===== src/rtl/bsp_pkg.sv =====
// constants and types shared by the buck switching protection sequencer
// Notes on behaviour
// RL1: fixed switching cycle rate, not user adjustable
// RL2: cycle start turns high-side on; peak trip swaps
// RL3: light peak current skips pulses until exceeded again
// RL4: enable high runs, low stops and idles
// RL5: supply lockout disables all switching
// RL6: boot undervoltage forces high-side off
// RL7: healthy boot supply allows full duty cycles (high-side still turns off at each cycle start)
// RL8: overvoltage masks high-side until lower threshold
// RL9: pre-bias: both off until soft-start passes feedback
// RL10: soft-start ramps over fixed duration each start
// RL11: valley limit at cycle end keeps low-side on
// RL12: high-side resumes only when valley under limit
// RL13: overload beyond wait count shuts down, restarts later
// RL14: overtemperature stops; count interval after clear, restart
// RL15: hiccup counters use oscillator; restarts redo soft-start
// RL16: never drive both switches; break before make
package bsp_pkg;
  // core clock rate in Hz and switching rate in Hz
  localparam int unsigned CORE_HZ = 10000000;
  localparam int unsigned SWITCH_HZ = 500000;
  // core cycles per switching cycle
  localparam int unsigned CYCLE_CLKS = CORE_HZ / SWITCH_HZ;
  // soft-start time in microseconds and its length in switching cycles
  localparam int unsigned SOFTSTART_US = 5000;
  localparam int unsigned SOFTSTART_CYC = SOFTSTART_US * (SWITCH_HZ / 1000)
    / 1000;
  // hiccup counts in switching cycles
  localparam int unsigned HIC_WAIT_CYC = 512;
  localparam int unsigned HIC_RESTART_CYC = 16384;
  localparam int unsigned THERM_HIC_CYC = 32768;
  // dead time between drives, in core cycles
  localparam int unsigned DEAD_CLKS = 1;
  // sequencer states
  typedef enum logic [2:0] {
    BSP_IDLE = 3'b000,
    BSP_SOFT = 3'b001,
    BSP_RUN = 3'b010,
    BSP_HICCUP = 3'b011,
    BSP_THERMAL = 3'b100
  } bsp_state_e;
endpackage


===== src/rtl/bsp_sequencer.sv =====
// control and protection sequencer of the step-down converter
`timescale 1ns/1ps
module bsp_sequencer #(
  parameter int unsigned HIC_WAIT = bsp_pkg::HIC_WAIT_CYC,
  parameter int unsigned HIC_RESTART = bsp_pkg::HIC_RESTART_CYC,
  parameter int unsigned THERM_HIC = bsp_pkg::THERM_HIC_CYC,
  parameter int unsigned SOFT_CYC = bsp_pkg::SOFTSTART_CYC,
  parameter int unsigned CYCLE_DIV = bsp_pkg::CYCLE_CLKS
) (
  input wire logic core_clk,
  input wire logic rst,
  input wire logic enableAbove, // enable comparator, high above threshold
  input wire logic supplyLockout, // high while input supply below lockout
  input wire logic bootLow, // boot capacitor below its threshold
  input wire logic peakTrip, // peak current reached the loop level
  input wire logic lightLoad, // peak current below skip threshold
  input wire logic valleyOver, // low-side sourcing current over limit
  input wire logic overvoltageHigh, // feedback above upper threshold
  input wire logic overvoltageLow, // feedback below lower threshold
  input wire logic overTemp, // junction overtemperature indication
  input wire logic softAboveFb, // soft-start level above feedback
  output logic highDrive,
  output logic lowDrive,
  output logic [15:0] softLevel, // soft-start ramp, full scale at end
  output logic softDone,
  output logic pulseSkip,
  output logic overvoltageMask,
  output logic valleyLimit,
  output logic hiccupActive,
  output logic thermalActive
);
  localparam int unsigned CW = 16;

  // refuse counts that the 16-bit counters cannot serve
  if (HIC_WAIT < 1 || HIC_RESTART < 1 || THERM_HIC < 1 || SOFT_CYC < 1)
  begin
    $error("hiccup and soft-start counts must be at least one");
  end
  // the overload counter saturates, so the wait must stay within it
  if (HIC_WAIT >= 65536 || HIC_RESTART >= 65536 || THERM_HIC > 65536
    || SOFT_CYC >= 65536)
  begin
    $error("counts exceed counter width");
  end

  // two-flop synchronisers for every comparator input
  localparam int unsigned NIN = 10;
  logic [NIN-1:0] rawIn;
  logic [NIN-1:0] syncA; // first stage, read only by syncB
  logic [NIN-1:0] syncB;
  assign rawIn = {enableAbove, supplyLockout, bootLow, peakTrip, lightLoad,
    valleyOver, overvoltageHigh, overvoltageLow, overTemp, softAboveFb};

  // comparators are asynchronous to the core clock
  always_ff @(posedge core_clk)
  begin
    if (rst)
    begin
      syncA <= '0;
      syncB <= '0;
    end
    else
    begin
      syncA <= rawIn;
      syncB <= syncA;
    end
  end

  logic sEnable, sLockout, sBootLow, sPeak, sLight, sValley;
  logic sOvHigh, sOvLow, sHot, sSoftAbove;
  assign sEnable = syncB[9];
  assign sLockout = syncB[8];
  assign sBootLow = syncB[7];
  assign sPeak = syncB[6];
  assign sLight = syncB[5];
  assign sValley = syncB[4];
  assign sOvHigh = syncB[3];
  assign sOvLow = syncB[2];
  assign sHot = syncB[1];
  assign sSoftAbove = syncB[0];

  // cycle-start enable from the oscillator
  logic cycleStart;
  bsp_oscillator #(
    .DIVIDE(CYCLE_DIV)
  ) osc (
    .core_clk(core_clk),
    .rst(rst),
    .cycleStart(cycleStart)
  );

  // enable and supply lockout act as a reset of the whole sequence
  logic powerOk;
  assign powerOk = sEnable && !sLockout; // RL4 RL5

  bsp_pkg::bsp_state_e state;
  logic [CW-1:0] count; // cycle counter shared by soft-start and hiccups
  logic [CW-1:0] overloadCount; // consecutive overloaded cycles
  logic preBiasOk; // soft-start has passed feedback since start

  // sequencer: idle, soft-start, run, overcurrent and thermal hiccup
  always_ff @(posedge core_clk)
  begin
    if (rst || !powerOk)
    begin
      state <= bsp_pkg::BSP_IDLE; // RL4 RL5
      count <= '0;
    end
    else
    begin
      unique case (state)
        bsp_pkg::BSP_IDLE:
        begin
          state <= bsp_pkg::BSP_SOFT;
          count <= '0;
        end
        bsp_pkg::BSP_SOFT, bsp_pkg::BSP_RUN:
        begin
          if (sHot)
          begin
            state <= bsp_pkg::BSP_THERMAL; // RL14
            count <= '0;
          end
          else if (cycleStart && overloadCount >= CW'(HIC_WAIT))
          begin
            state <= bsp_pkg::BSP_HICCUP; // RL13
            count <= '0;
          end
          else if (state == bsp_pkg::BSP_SOFT && cycleStart)
          begin
            // ramp length counted in oscillator cycles
            if (count == CW'(SOFT_CYC - 1))
              state <= bsp_pkg::BSP_RUN; // RL10
            count <= count + CW'(1);
          end
        end
        bsp_pkg::BSP_HICCUP:
        begin
          if (sHot)
          begin
            state <= bsp_pkg::BSP_THERMAL;
            count <= '0;
          end
          else if (cycleStart)
          begin
            if (count == CW'(HIC_RESTART - 1))
            begin
              state <= bsp_pkg::BSP_SOFT; // RL13 RL15
              count <= '0;
            end
            else
              count <= count + CW'(1);
          end
        end
        bsp_pkg::BSP_THERMAL:
        begin
          // the interval counts only once the indication has cleared
          if (sHot)
            count <= '0;
          else if (cycleStart)
          begin
            if (count == CW'(THERM_HIC - 1))
            begin
              state <= bsp_pkg::BSP_SOFT; // RL14 RL15
              count <= '0;
            end
            else
              count <= count + CW'(1);
          end
        end
        default:
        begin
          state <= bsp_pkg::BSP_IDLE;
          count <= '0;
        end
      endcase
    end
  end

  logic switching;
  assign switching = (state == bsp_pkg::BSP_SOFT)
    || (state == bsp_pkg::BSP_RUN);

  // soft-start reference level, restarted on every start
  always_ff @(posedge core_clk)
  begin
    if (rst || !switching)
      softLevel <= '0; // RL15
    // jump to full scale on the edge that enters run, so the two agree
    else if (state == bsp_pkg::BSP_SOFT && cycleStart
      && count == CW'(SOFT_CYC - 1))
      softLevel <= 16'hFFFF; // RL10
    else if (state == bsp_pkg::BSP_SOFT)
      softLevel <= count;
    else
      softLevel <= 16'hFFFF;
  end
  assign softDone = (state == bsp_pkg::BSP_RUN);

  // pre-bias gate: once soft-start passes feedback it stays open
  always_ff @(posedge core_clk)
  begin
    if (rst || !switching)
      preBiasOk <= 1'b0;
    else if (sSoftAbove)
      preBiasOk <= 1'b1; // RL9
  end

  // overvoltage mask with hysteresis between the two thresholds
  always_ff @(posedge core_clk)
  begin
    if (rst || !switching)
      overvoltageMask <= 1'b0;
    else if (sOvHigh)
      overvoltageMask <= 1'b1; // RL8
    else if (sOvLow)
      overvoltageMask <= 1'b0; // RL8
  end

  // pulse skip: entered on a light peak, left on a heavier one
  always_ff @(posedge core_clk)
  begin
    if (rst || !switching)
      pulseSkip <= 1'b0;
    else if (cycleStart)
      pulseSkip <= sLight; // RL3
  end

  // valley limit sampled at each cycle boundary; counts overload run
  always_ff @(posedge core_clk)
  begin
    if (rst || !switching)
    begin
      valleyLimit <= 1'b0;
      overloadCount <= '0;
    end
    else if (cycleStart)
    begin
      valleyLimit <= sValley; // RL11 RL12
      if (sValley && overloadCount != 16'hFFFF)
        overloadCount <= overloadCount + CW'(1); // RL13
      else if (!sValley)
        overloadCount <= '0;
    end
  end

  // drive request for the current cycle
  logic wantHigh; // high-side should be on
  logic onPhase; // high-side on phase of this cycle, until peak trip
  logic highBlock;
  assign highBlock = sBootLow || overvoltageMask || !preBiasOk
    || !switching; // RL6 RL8 RL9

  always_ff @(posedge core_clk)
  begin
    if (rst || !switching)
      onPhase <= 1'b0;
    else if (cycleStart)
      // no pulse while skipping or over valley limit
      onPhase <= !sLight && !sValley; // RL2 RL3 RL11 RL12
    else if (sPeak)
      onPhase <= 1'b0; // RL2
  end
  // with no peak trip the on phase carries through; high-side still turns off at each cycle start
  assign wantHigh = onPhase && !highBlock && !cycleStart; // RL7

  logic wantLow;
  assign wantLow = preBiasOk && switching && !wantHigh; // RL9 RL11

  // break before make: a drive turns on only after the other is off
  logic [1:0] deadCnt;
  always_ff @(posedge core_clk)
  begin
    if (rst)
    begin
      highDrive <= 1'b0;
      lowDrive <= 1'b0;
      deadCnt <= '0;
    end
    else if ((highDrive && !wantHigh) || (lowDrive && !wantLow))
    begin
      highDrive <= highDrive && wantHigh; // RL16
      lowDrive <= lowDrive && wantLow;
      deadCnt <= 2'(bsp_pkg::DEAD_CLKS);
    end
    else if (deadCnt != 2'h0)
      deadCnt <= deadCnt - 2'h1;
    else
    begin
      highDrive <= wantHigh && !lowDrive; // RL16
      lowDrive <= wantLow && !highDrive && !wantHigh;
    end
  end

  assign hiccupActive = (state == bsp_pkg::BSP_HICCUP);
  assign thermalActive = (state == bsp_pkg::BSP_THERMAL);
endmodule


===== src/rtl/bsp_oscillator.sv =====
// switching oscillator: divides core clock to a cycle-start pulse
`timescale 1ns/1ps
module bsp_oscillator #(
  parameter int unsigned DIVIDE = bsp_pkg::CYCLE_CLKS
) (
  input wire logic core_clk,
  input wire logic rst,
  output logic cycleStart
);
  localparam int unsigned W = $clog2(DIVIDE);
  // count of core cycles within one switching cycle
  logic [W-1:0] phase;

  // refuse a divide too short for the break-before-make sequence
  if (DIVIDE < 4)
  begin
    $error("oscillator divide too small");
  end

  // free-running divider; the rate is fixed by the parameter only
  always_ff @(posedge core_clk)
  begin
    if (rst)
    begin
      phase <= '0;
      cycleStart <= 1'b0;
    end
    else if (phase == W'(DIVIDE - 1))
    begin
      phase <= '0;
      cycleStart <= 1'b1; // RL1
    end
    else
    begin
      phase <= phase + W'(1);
      cycleStart <= 1'b0;
    end
  end
endmodule


===== config.mk =====
export PLATFORM = sky130hd
export DESIGN_NAME = bsp_sequencer
export DESIGN_NICKNAME = d
export VERILOG_FILES = /design/src/rtl/bsp_pkg.sv /design/src/rtl/bsp_sequencer.sv /design/src/rtl/bsp_oscillator.sv
export SDC_FILE = /design/constraint.sdc
export NUM_CORES = 1
export LEC_CHECK = 0
export ABC_AREA = 1
export BUFFER_PORTS_ARGS = -buffer_cell sky130_fd_sc_hd__buf_4
export CAP_MARGIN = 20
export CORE_MARGIN = 10
export CORE_UTILIZATION = 55
export CTS_BUF_LIST = sky130_fd_sc_hd__clkbuf_4 sky130_fd_sc_hd__clkbuf_8
export CTS_CLUSTER_SIZE = 24
export DETAILED_ROUTE_END_ITERATION = 10
export MAX_ROUTING_LAYER = met4
export PLACE_DENSITY = 0.78
export SKIP_LAST_GASP = 1
export SYNTH_ARGS = -nofsm -noshare
export SYNTH_HDL_FRONTEND = slang
export SYNTH_HIERARCHICAL = 1
export SYNTH_SLANG_ARGS = --single-unit

===== constraint.sdc =====
create_clock -name core_clk -period 1.4 [get_ports core_clk]
set_clock_uncertainty 0.05 [all_clocks]
set_input_delay 0.28 -clock core_clk [delete_from_list [all_inputs] [get_ports core_clk]]
set_output_delay 0.28 -clock core_clk [all_outputs]
set_load 0.02 [all_outputs]

# After elaboration in Yosys (flattened, before gate mapping)
# Cells that the tools add are included.
# W data, S select, Z words.
[word_totals] ff_bits=86 latchBits=0 ramBits=0 rom_bits=0 in_bits=12 output_inout_bits=24 elab_cells=124 memories=0
[op_classes] add_sub_neg=4 n_mul=0 div=0 n_lt_le_gt_ge=1 eq_ne=19 shifts=0 mux=36 bitwise_logic=0 reduce_logical=47
[ops] op="$mux W16" count=13
[ops] op="$pmux W16 S3" count=1
[ops] op="$add A16 B1 Y16 const B" count=2
[ops] op="$mux W3" count=10
[ops] op="$logic_and A1 B1 Y1" count=17
[ops] op="$eq A16 B12 Y1 const B" count=1
[ops] op="$eq A16 B14 Y1 const B" count=1
[ops] op="$eq A16 B15 Y1 const B" count=1
[ops] op="$ge A16 B10 Y1 const B" count=1
[ops] op="$ne A16 B16 Y1 const B" count=1
[ops] op="$logic_not A1 Y1" count=12
[ops] op="$pmux W3 S4" count=1
[ops] op="$mux W1" count=11
[ops] op="$ne A3 B1 Y1 const B" count=3
[ops] op="$ne A4 B4 Y1 const B" count=2
[ops] op="$reduce_bool A2 Y1" count=4
[ops] op="$logic_or A1 B1 Y1" count=7
[ops] op="$reduce_and A7 Y1" count=1
[ops] op="$eq A3 B2 Y1 const B" count=2
[ops] op="$ne A2 B1 Y1 const B" count=3
[ops] op="$reduce_or A2 Y1" count=3
[ops] op="$add A5 B1 Y5 const B" count=1
[ops] op="$eq A5 B5 Y1 const B" count=1
[ops] op="$ne A2 B2 Y1 const B" count=2
[ops] op="other kinds (6)" count=6

# Depth between registers and ports, before layout
# Gate-level depths: netlist (run 1).
[depth] word_depth=13 mapped_depth=13 mapped_depth_nobuf=12

# Hierarchy
# Netlist (run 1), hierarchy kept.
[modules_own_cells] mod="bsp_sequencer" instances=1 cells_per_inst=546 area_per_inst_um2=3697.3 seq_area_each_um2=1601.5
[modules_own_cells] mod="bsp_oscillator" instances=1 cells_per_inst=35 area_per_inst_um2=255.2 seq_area_each_um2=120.1

# Least setup slack after synthesis (run 1)
# No wires, ideal clock.
[synth_timing] path_type="flip-flop to flip-flop" start="register state[1]" end="register count[10]" setup_ps=64 arrival_ps=1503 required_time_ps=1286 slack_ps=-217 path_stages_with_launch=11 period_less_slack_ps=1617 cell_sequence="dfxtp_1 -> inv_2 -> nand2_1 -> nor2_1 -> o21ai_1 -> nor2_1 -> nor2_1 -> nand2_1 -> nand2_2 -> buf_4 -> nor2_1"
[synth_via] word_cells_on_any_way=11 classes_between="eq/ne: 7; mux: 1; reduce/logical: 3"
[synth_lines] element="start, declared" line="bsp_sequencer.sv:96" source="bsp_pkg::bsp_state_e state;"
[synth_lines] element="start signal, assigned" line="bsp_sequencer.sv:106" source="state <= bsp_pkg::BSP_IDLE;"
[synth_lines] element="start signal, assigned" line="bsp_sequencer.sv:114" source="state <= bsp_pkg::BSP_SOFT;"
[synth_lines] element="start signal, assigned" line="bsp_sequencer.sv:121" source="state <= bsp_pkg::BSP_THERMAL;"
[synth_lines] element="$eq A3 B3 Y1 *"
[synth_lines] element="net thermalActive" line="bsp_sequencer.sv:30" source="output logic thermalActive"
[synth_lines] element="$ne A3 B1 Y1 (no source line)"
[synth_lines] element="$reduce_and A3 Y1 (no source line)"
[synth_lines] element="end signal, assigned" line="bsp_sequencer.sv:134" source="count <= count + CW'(1);"
[synth_lines] element="end signal, assigned" line="bsp_sequencer.sv:152" source="count <= count + CW'(1);"
[synth_lines] element="end signal, assigned" line="bsp_sequencer.sv:168" source="count <= count + CW'(1);"
[synth_lines] element="end, declared" line="bsp_sequencer.sv:97" source="logic [CW-1:0] count;"
# Mark *: on every way through the listed nets, which the timed path passes. The rest lies on a longest branch.
# A chain may end at the register's enable or synchronous reset.

# Worst setup path in the final report (run 1)
[layout_timing] start="register count[9]" end="register state[2]"
[layout_via] elab_chain_cells=3 word_cells_on_any_way=7 classes_between="eq/ne: 6; reduce/logical: 1"
[layout_rtl] element="$eq A16 B12 Y1 (tied with other cells)" line="bsp_sequencer.sv:132" source="if (count == CW'(SOFT_CYC - 1))"
[layout_rtl] element="$ne A4 B4 Y1 (no source line) (tied with other cells)"
[layout_rtl] element="$reduce_and A7 Y1 (no source line) *"
[layout_rtl] element="end signal, assigned" line="bsp_sequencer.sv:133" source="state <= bsp_pkg::BSP_RUN;"
[layout_rtl] element="end signal, assigned" line="bsp_sequencer.sv:141" source="state <= bsp_pkg::BSP_THERMAL;"
[layout_rtl] element="end signal, assigned" line="bsp_sequencer.sv:148" source="state <= bsp_pkg::BSP_SOFT;"
# Mark *: on every way between the ends. The rest lies on a longest branch, timed or not.

==> results of run 1 <==
## registers in the layout, summed over array words and instances, names as in the netlist, 2 cells and up
register       cells
state              3
osc/phase          5
deadCnt            2
count             16
syncA             10
syncB             10
softLevel         16
overloadCount     16
## kinds of logic after synthesis
group           count (synthesis)
compound gates                 60
xor+xnor                        5
fa+ha+maj                       5
buf+inv                       110
flops                          86
simple gates                  315
## critical path, delay by kind of cell (launching register included)
family        cells  cell delay (ns)
buf+inv           1             0.12
flops             1             0.41
simple gates     10             1.12
## placed cells by master (no fill, tap or decap), drive strengths merged
| cell type | n |
|---|---|
| nor2 | 112 |
| nor3 | 13 |
| a21oi | 26 |
| ha | 5 |
| clkbuf | 12 |
| or2 | 3 |
| bufinv | 2 |
| xor2 | 3 |
| a31oi | 10 |
| clkinvlp | 3 |
| nor4 | 2 |
| nand4 | 11 |
| dfxtp | 86 |
| o211ai | 2 |
| o21bai | 1 |
| clkinv | 2 |
| inv | 93 |
| nand3 | 33 |
| o22ai | 1 |
| o21ai | 20 |
| xnor2 | 2 |
| nor3b | 1 |
| buf | 137 |
| nand2 | 143 |
## report_power, final
part,switching [mW],internal (mW)
Sequential,0.0680,2.53
Combinational,0.407,0.282
Clock,0.953,1.05
Total,1.43,3.86
## cell type report
class                   instances  share of cell area [%]
multi-input cells             388                   39.22
flip-flops and latches         86                   29.58
repair buffers                138                   18.99
inverters                      95                   6.457
clock buffers                  11                   2.327
well taps                      96                   2.013
clock inverters                 5                   1.405
## what timing repair did
action | CTS | global route
gates resized for setup | 80 | 86
cloned | 2 | 2
setup endpoints to repair | 56 | 61
buffers inserted | 11 | 6
pin swaps | 19 | 28
endpoints found under the hold margin | 0 | 0
## worst paths after layout
path,start,endpoint,cells past startpoint
min,peakTrip,syncA[6]$_SDFF_PP0_,3
min reg2reg,syncA[6]$_SDFF_PP0_,syncB[6]$_SDFF_PP0_,2
max reg2reg,count[9]$_SDFFE_PP0P_,state[2]$_SDFFE_PP0P_,11
max,count[9]$_SDFFE_PP0P_,state[2]$_SDFFE_PP0P_,11
## metrics by stage
stage | TNS, ns | power, mW | area [um^2] | setup slack, ns
floorplan | -1.066 | 3.021 | 4079 | -0.06465
global placement | -6.554 | 3.170 | 5019 | -0.2221
detailed placement | -8.592 | 3.217 | 5019 | -0.2689
CTS | -5.017 | 5.172 | 5618 | -0.1797
global route | -15.77 | 5.496 | 5968 | -0.4832
finish | -12.58 | 5.288 | 5968 | -0.4323
## metal layers
layer | wire, um | vias to the layer above
met5 | 0 | -
met4 | 1131 | 0
met3 | 1443 | 129
met2 | 7138 | 388
met1 | 5628 | 2141
li1 | - | 2081
==> metrics.txt, run 1 <==
status finished, violations left; violated checks negative setup slack; CP peak stage delay 0.41 ns; CTS Buf Count 9; cts hold-fix bufs 0; Clock Path Buffers 2; clk slew on worst S/H paths 0.09 ns; fin crit share 130.9%; Final Hold Fails 0; 1st-pass router iterations 6; DRT antenna net count 0; fmax 0.5457 GHz; number of remaining DRC errors 0; CP Data Arrival Time 2.04 ns; post-synthesis compound-gate area fraction 8.325%; gpl congestion 0.9477; Syn Area/Cell 6.803 um^2; fill count 362; Post-Synth XOR/XNOR Area 1.108%; Syn Nets 598; setup violators final 53; grt met2 use 36.30%; Worst Tran Pin Value 0.5419 ns; Tot GR Track Use 22.02%; highest-delay cell along the critical path dfxtp_1; Die Footprint 10,980 um^2; R2R Setup Slk -0.43 ns; Cells after DPL 783; Post-synth EDFFs 0; Area Overhead vs Synth 51.00%; Min-Delay Path Class input port to flip-flop; Die Height 104.8 um; layout cells sized above 1 41.08%; Synth Area in Simple Gates 34.06%; post-synthesis cell count 581; RSZ-0062 raised after global routing true; PnR worst setup slack -0.4323 ns; TritonCTS Sinks 86; global route overflow 0; Data required, critical path 1.61 ns; Max FO, Critical Path 4; Adder-Cell Fraction of Synth Area 1.583%; critical path cell sequence nand2_2 > inv_1 > nand2_2 > nor2_1 > nand2_1 > nand2_1 > nand2_2 > nor2_4 > nand2_2 > nor2_1 > nor2_1; Seq. cell area 1765 um^2; crit end category flip-flop; antenna cells 0; met3 Resource Use GR 4.484%; Peak VDD IR 1150 uV; main combinational cell family by area after synthesis simple AND/OR/NAND/NOR gates; final slew viol count 0; via count 4,739; post-layout util 86.41%; Synth area leaders dfxtp_1, nand2_1, nor2_1; per-cell routed wire length 18.73 um; I/O pin total 36; Cell Area, Synth 3953 um^2; synthesized flop and latch total 86; number of max-cap violations 0; core area 6907 um^2; first-pass GRT wire length 19,820 um; Post-synth top cells nand2_1, nor2_1, inv_1, dfxtp_1, nand3_1; GR peak layer met2; Ys Warns 6; CP most frequent cell nand2_2; Initial Utilization 57.23%; post-synthesis sequential area ratio 43.56%; Synth top area share 43.56%; kind of critical path flip-flop to flip-flop; mux contribution to synthesized area 0%; Via density 5.786; clk_lat worst skew 0.37 ns; final net count 735; DRT iter0 DRCs 479; number of library cell types mapped by synthesis 33; FFs w/ async S/R, synth 0%; most frequent cell after synthesis nand2_1; Multi-input gate area 2341 um^2; Buffers on Ports 35; hpwl dp 7684 um; vias in the first global route 4,345; antenna violations before repair 0; Site Rows 30; met1 global-route usage 24.04%; die width 104.8 um; Worst Setup Start Kind flip-flop; Yosys top cell by area dfxtp_1; Post-Layout Cell Count 819; Slew HR 63.76%; largest net degree at the start of global routing 25; CTS tree built; H-tree depth 3; ys flop type dfxtp_1; Clock Tree Root clkbuf_8; Post-Route WL 15,340 um; pwr dens 886.1 nW/um^2; Tmin final 1.832 ns; Leakage Power 2.638 nW; Fin Hold WS 0.05758 ns
(Power assumes the default switching activity.)
==> run 2, diff against run 1 <==
Clock period 1.4 ns to 1.6 ns, I/O delays scaled along.
==> run 2 against run 1 <==
- the run still ends with negative setup slack left
- die area unchanged
- sequential share of layout area up 3.4 points
- non-clock buffer count is 44 lower
- highest routed layer unchanged
- first-iteration DRC count decreased by 51%
- largest cell class unchanged
- clock-buffer cell count fell by 2
- clock power down 32%
==> metrics.txt, run 2 (synthesis gave the netlist of run 1 again) <==
Leakage Power 2.307 nW; Worst Tran Pin Value 0.8340 ns; core area 6907 um^2; violated checks negative setup slack; CTS Buf Count 9; Comb power frac 12.4%; P_sw 1.150 mW; status finished, violations left; Fin Hold WS 0.09991 ns; setup violators final 22; global route overflow 0; Min-Delay Path Class input port to flip-flop; via count 3,949; fmax 0.6052 GHz; most frequent cells in the layout nand2_1, buf_4, inv_1; layout cells sized above 1 32.89%; RSZ-0062 raised after global routing true; Buffers on Ports 35; number of remaining DRC errors 0; most common cell after layout, fill and taps aside nand2_1; Clock Path Buffers 2; 1st-pass router iterations 5; pwr dens 783.3 nW/um^2; PnR worst setup slack -0.05221 ns; final net count 690; largest net degree at the start of global routing 25; clk_lat worst skew 0.35 ns; switch share 27.60%; Final Hold Fails 0; I/O pin total 36; antenna violations before repair 0; Slew HR 43.97%; Via density 5.102; final slew viol count 0; CP Data Arrival Time 1.85 ns; Clock Tree Root clkbuf_8; Max FO, Critical Path 8; sequential power share 54.6%; CP most frequent cell nand2_4; H-tree depth 3; fin crit share 103.3%; CP peak stage delay 0.37 ns; P_int 3.017 mW; kind of critical path flip-flop to flip-flop; critical path cell sequence ha_4 > nand2_4 > nor2_4 > nand3_4 > nor2_4 > nand2_4 > nand2_4 > o21ai_0 > nand2_1 > nor2_1; DRT antenna net count 0; first-pass GRT wire length 16,220 um; die width 104.8 um; Site Rows 30; Tot GR Track Use 17.54%; vias in the first global route 3,634; CTS tree built; cts hold-fix bufs 0; Top Registers count (16), overloadCount (16), softLevel (16); Die Height 104.8 um; Cells after DPL 747; Post-Route WL 10,370 um; clock power share 33.0%; TritonCTS Sinks 86; clk slew on worst S/H paths 0.09 ns; Data required, critical path 1.80 ns; Post-Layout Cell Count 774; number of max-cap violations 0; Die Footprint 10,980 um^2; Initial Utilization 57.23%; Worst Setup Start Kind flip-flop; crit end category flip-flop; Pwr Total 4.167 mW; antenna cells 0; Tmin final 1.652 ns; Area Overhead vs Synth 34.60%; gpl congestion 0.9380; Peak VDD IR 999.7 uV; hpwl dp 6898 um; highest-delay cell along the critical path dfxtp_2; per-cell routed wire length 13.39 um; DRT iter0 DRCs 235
-- run 2: changes by cell type in the layout (fill, tap and decap cells not counted), moves of 7 or more --
cell     previous run  this run
buf_4             118        87
buf_6              18         5
nand2_1           106       115
nor2_2             14        22
inv_1              79        86
nand3_1            16        23
-- run 2: final timing paths --
kind                                               startpoint  slack [ns]  depth (start not counted)                            end
worst max-delay path            overloadCount[0]$_SDFFE_PP0P_       -0.05                         10  overloadCount[8]$_SDFFE_PP0P_
worst min-delay path                                      rst         0.1                          2            syncB[1]$_SDFF_PP0_
worst max register to register  overloadCount[0]$_SDFFE_PP0P_       -0.05                         10  overloadCount[8]$_SDFFE_PP0P_
worst min register to register            syncA[1]$_SDFF_PP0_        0.35                          2            syncB[1]$_SDFF_PP0_
-- run 2: per-layer routing --
metal | track usage [%] | wire length [um]
met5 | - | 0
met4 | 5.490 | 210
met3 | 2.703 | 642
met2 | 28.96 | 5045
met1 | 21.48 | 4467
-- run 2: stage by stage --
stage	TNS (ns)	util (%)	setup WS, ns	instance area, um^2
floorplan	0	-	0.04658	3955
global placement	-0.7162	66.90	-0.04741	4621
detailed placement	-2.183	66.90	-0.09870	4621
CTS	-0.01583	70.85	-0.01158	4893
global route	-2.927	77.03	-0.1497	5320
finish	-0.4674	77.03	-0.05221	5320
-- run 2: cell type report --
type,count,area (um^2)
multi-input combinational,387,2146
tap,96,120.1
clock inverter,7,56.30
sequential,86,1753
fill,492,1587
inverter,95,371.6
clock buffer,9,123.9
timing repair buffer,94,749.5
-- run 2: critical path, delay by kind of cell, from the launching register on --
family,cells,cell delay [ns]
AO/OA/AOI/OAI,1,0.13
flip-flops,1,0.37
AND/OR/NAND/NOR,8,0.84
adder cells (fa/ha/maj),1,0.16
-- run 2: repair_timing --
| item | in CTS | in global routing |
|---|---|---|
| pin swaps | 5 | 38 |
| buffers inserted | 0 | 8 |
| gates resized for setup | 23 | 104 |
| endpoints found under the setup margin | 45 | 51 |
| gates cloned | 2 | 1 |
| hold endpoints to repair | 0 | 0 |
-- run 2: power groups by stage --
stage / combinational, mW / clock (mW) / sequential, mW
2_1_floorplan: 0.291 / 0 / 2.35
3_3_place_gp: 0.441 / 0 / 2.32
3_5_place_dp: 0.464 / 0 / 2.32
4_1_cts: 0.473 / 1.41 / 2.27
5_1_grt: 0.585 / 1.51 / 2.29
6_report: 0.518 / 1.37 / 2.27
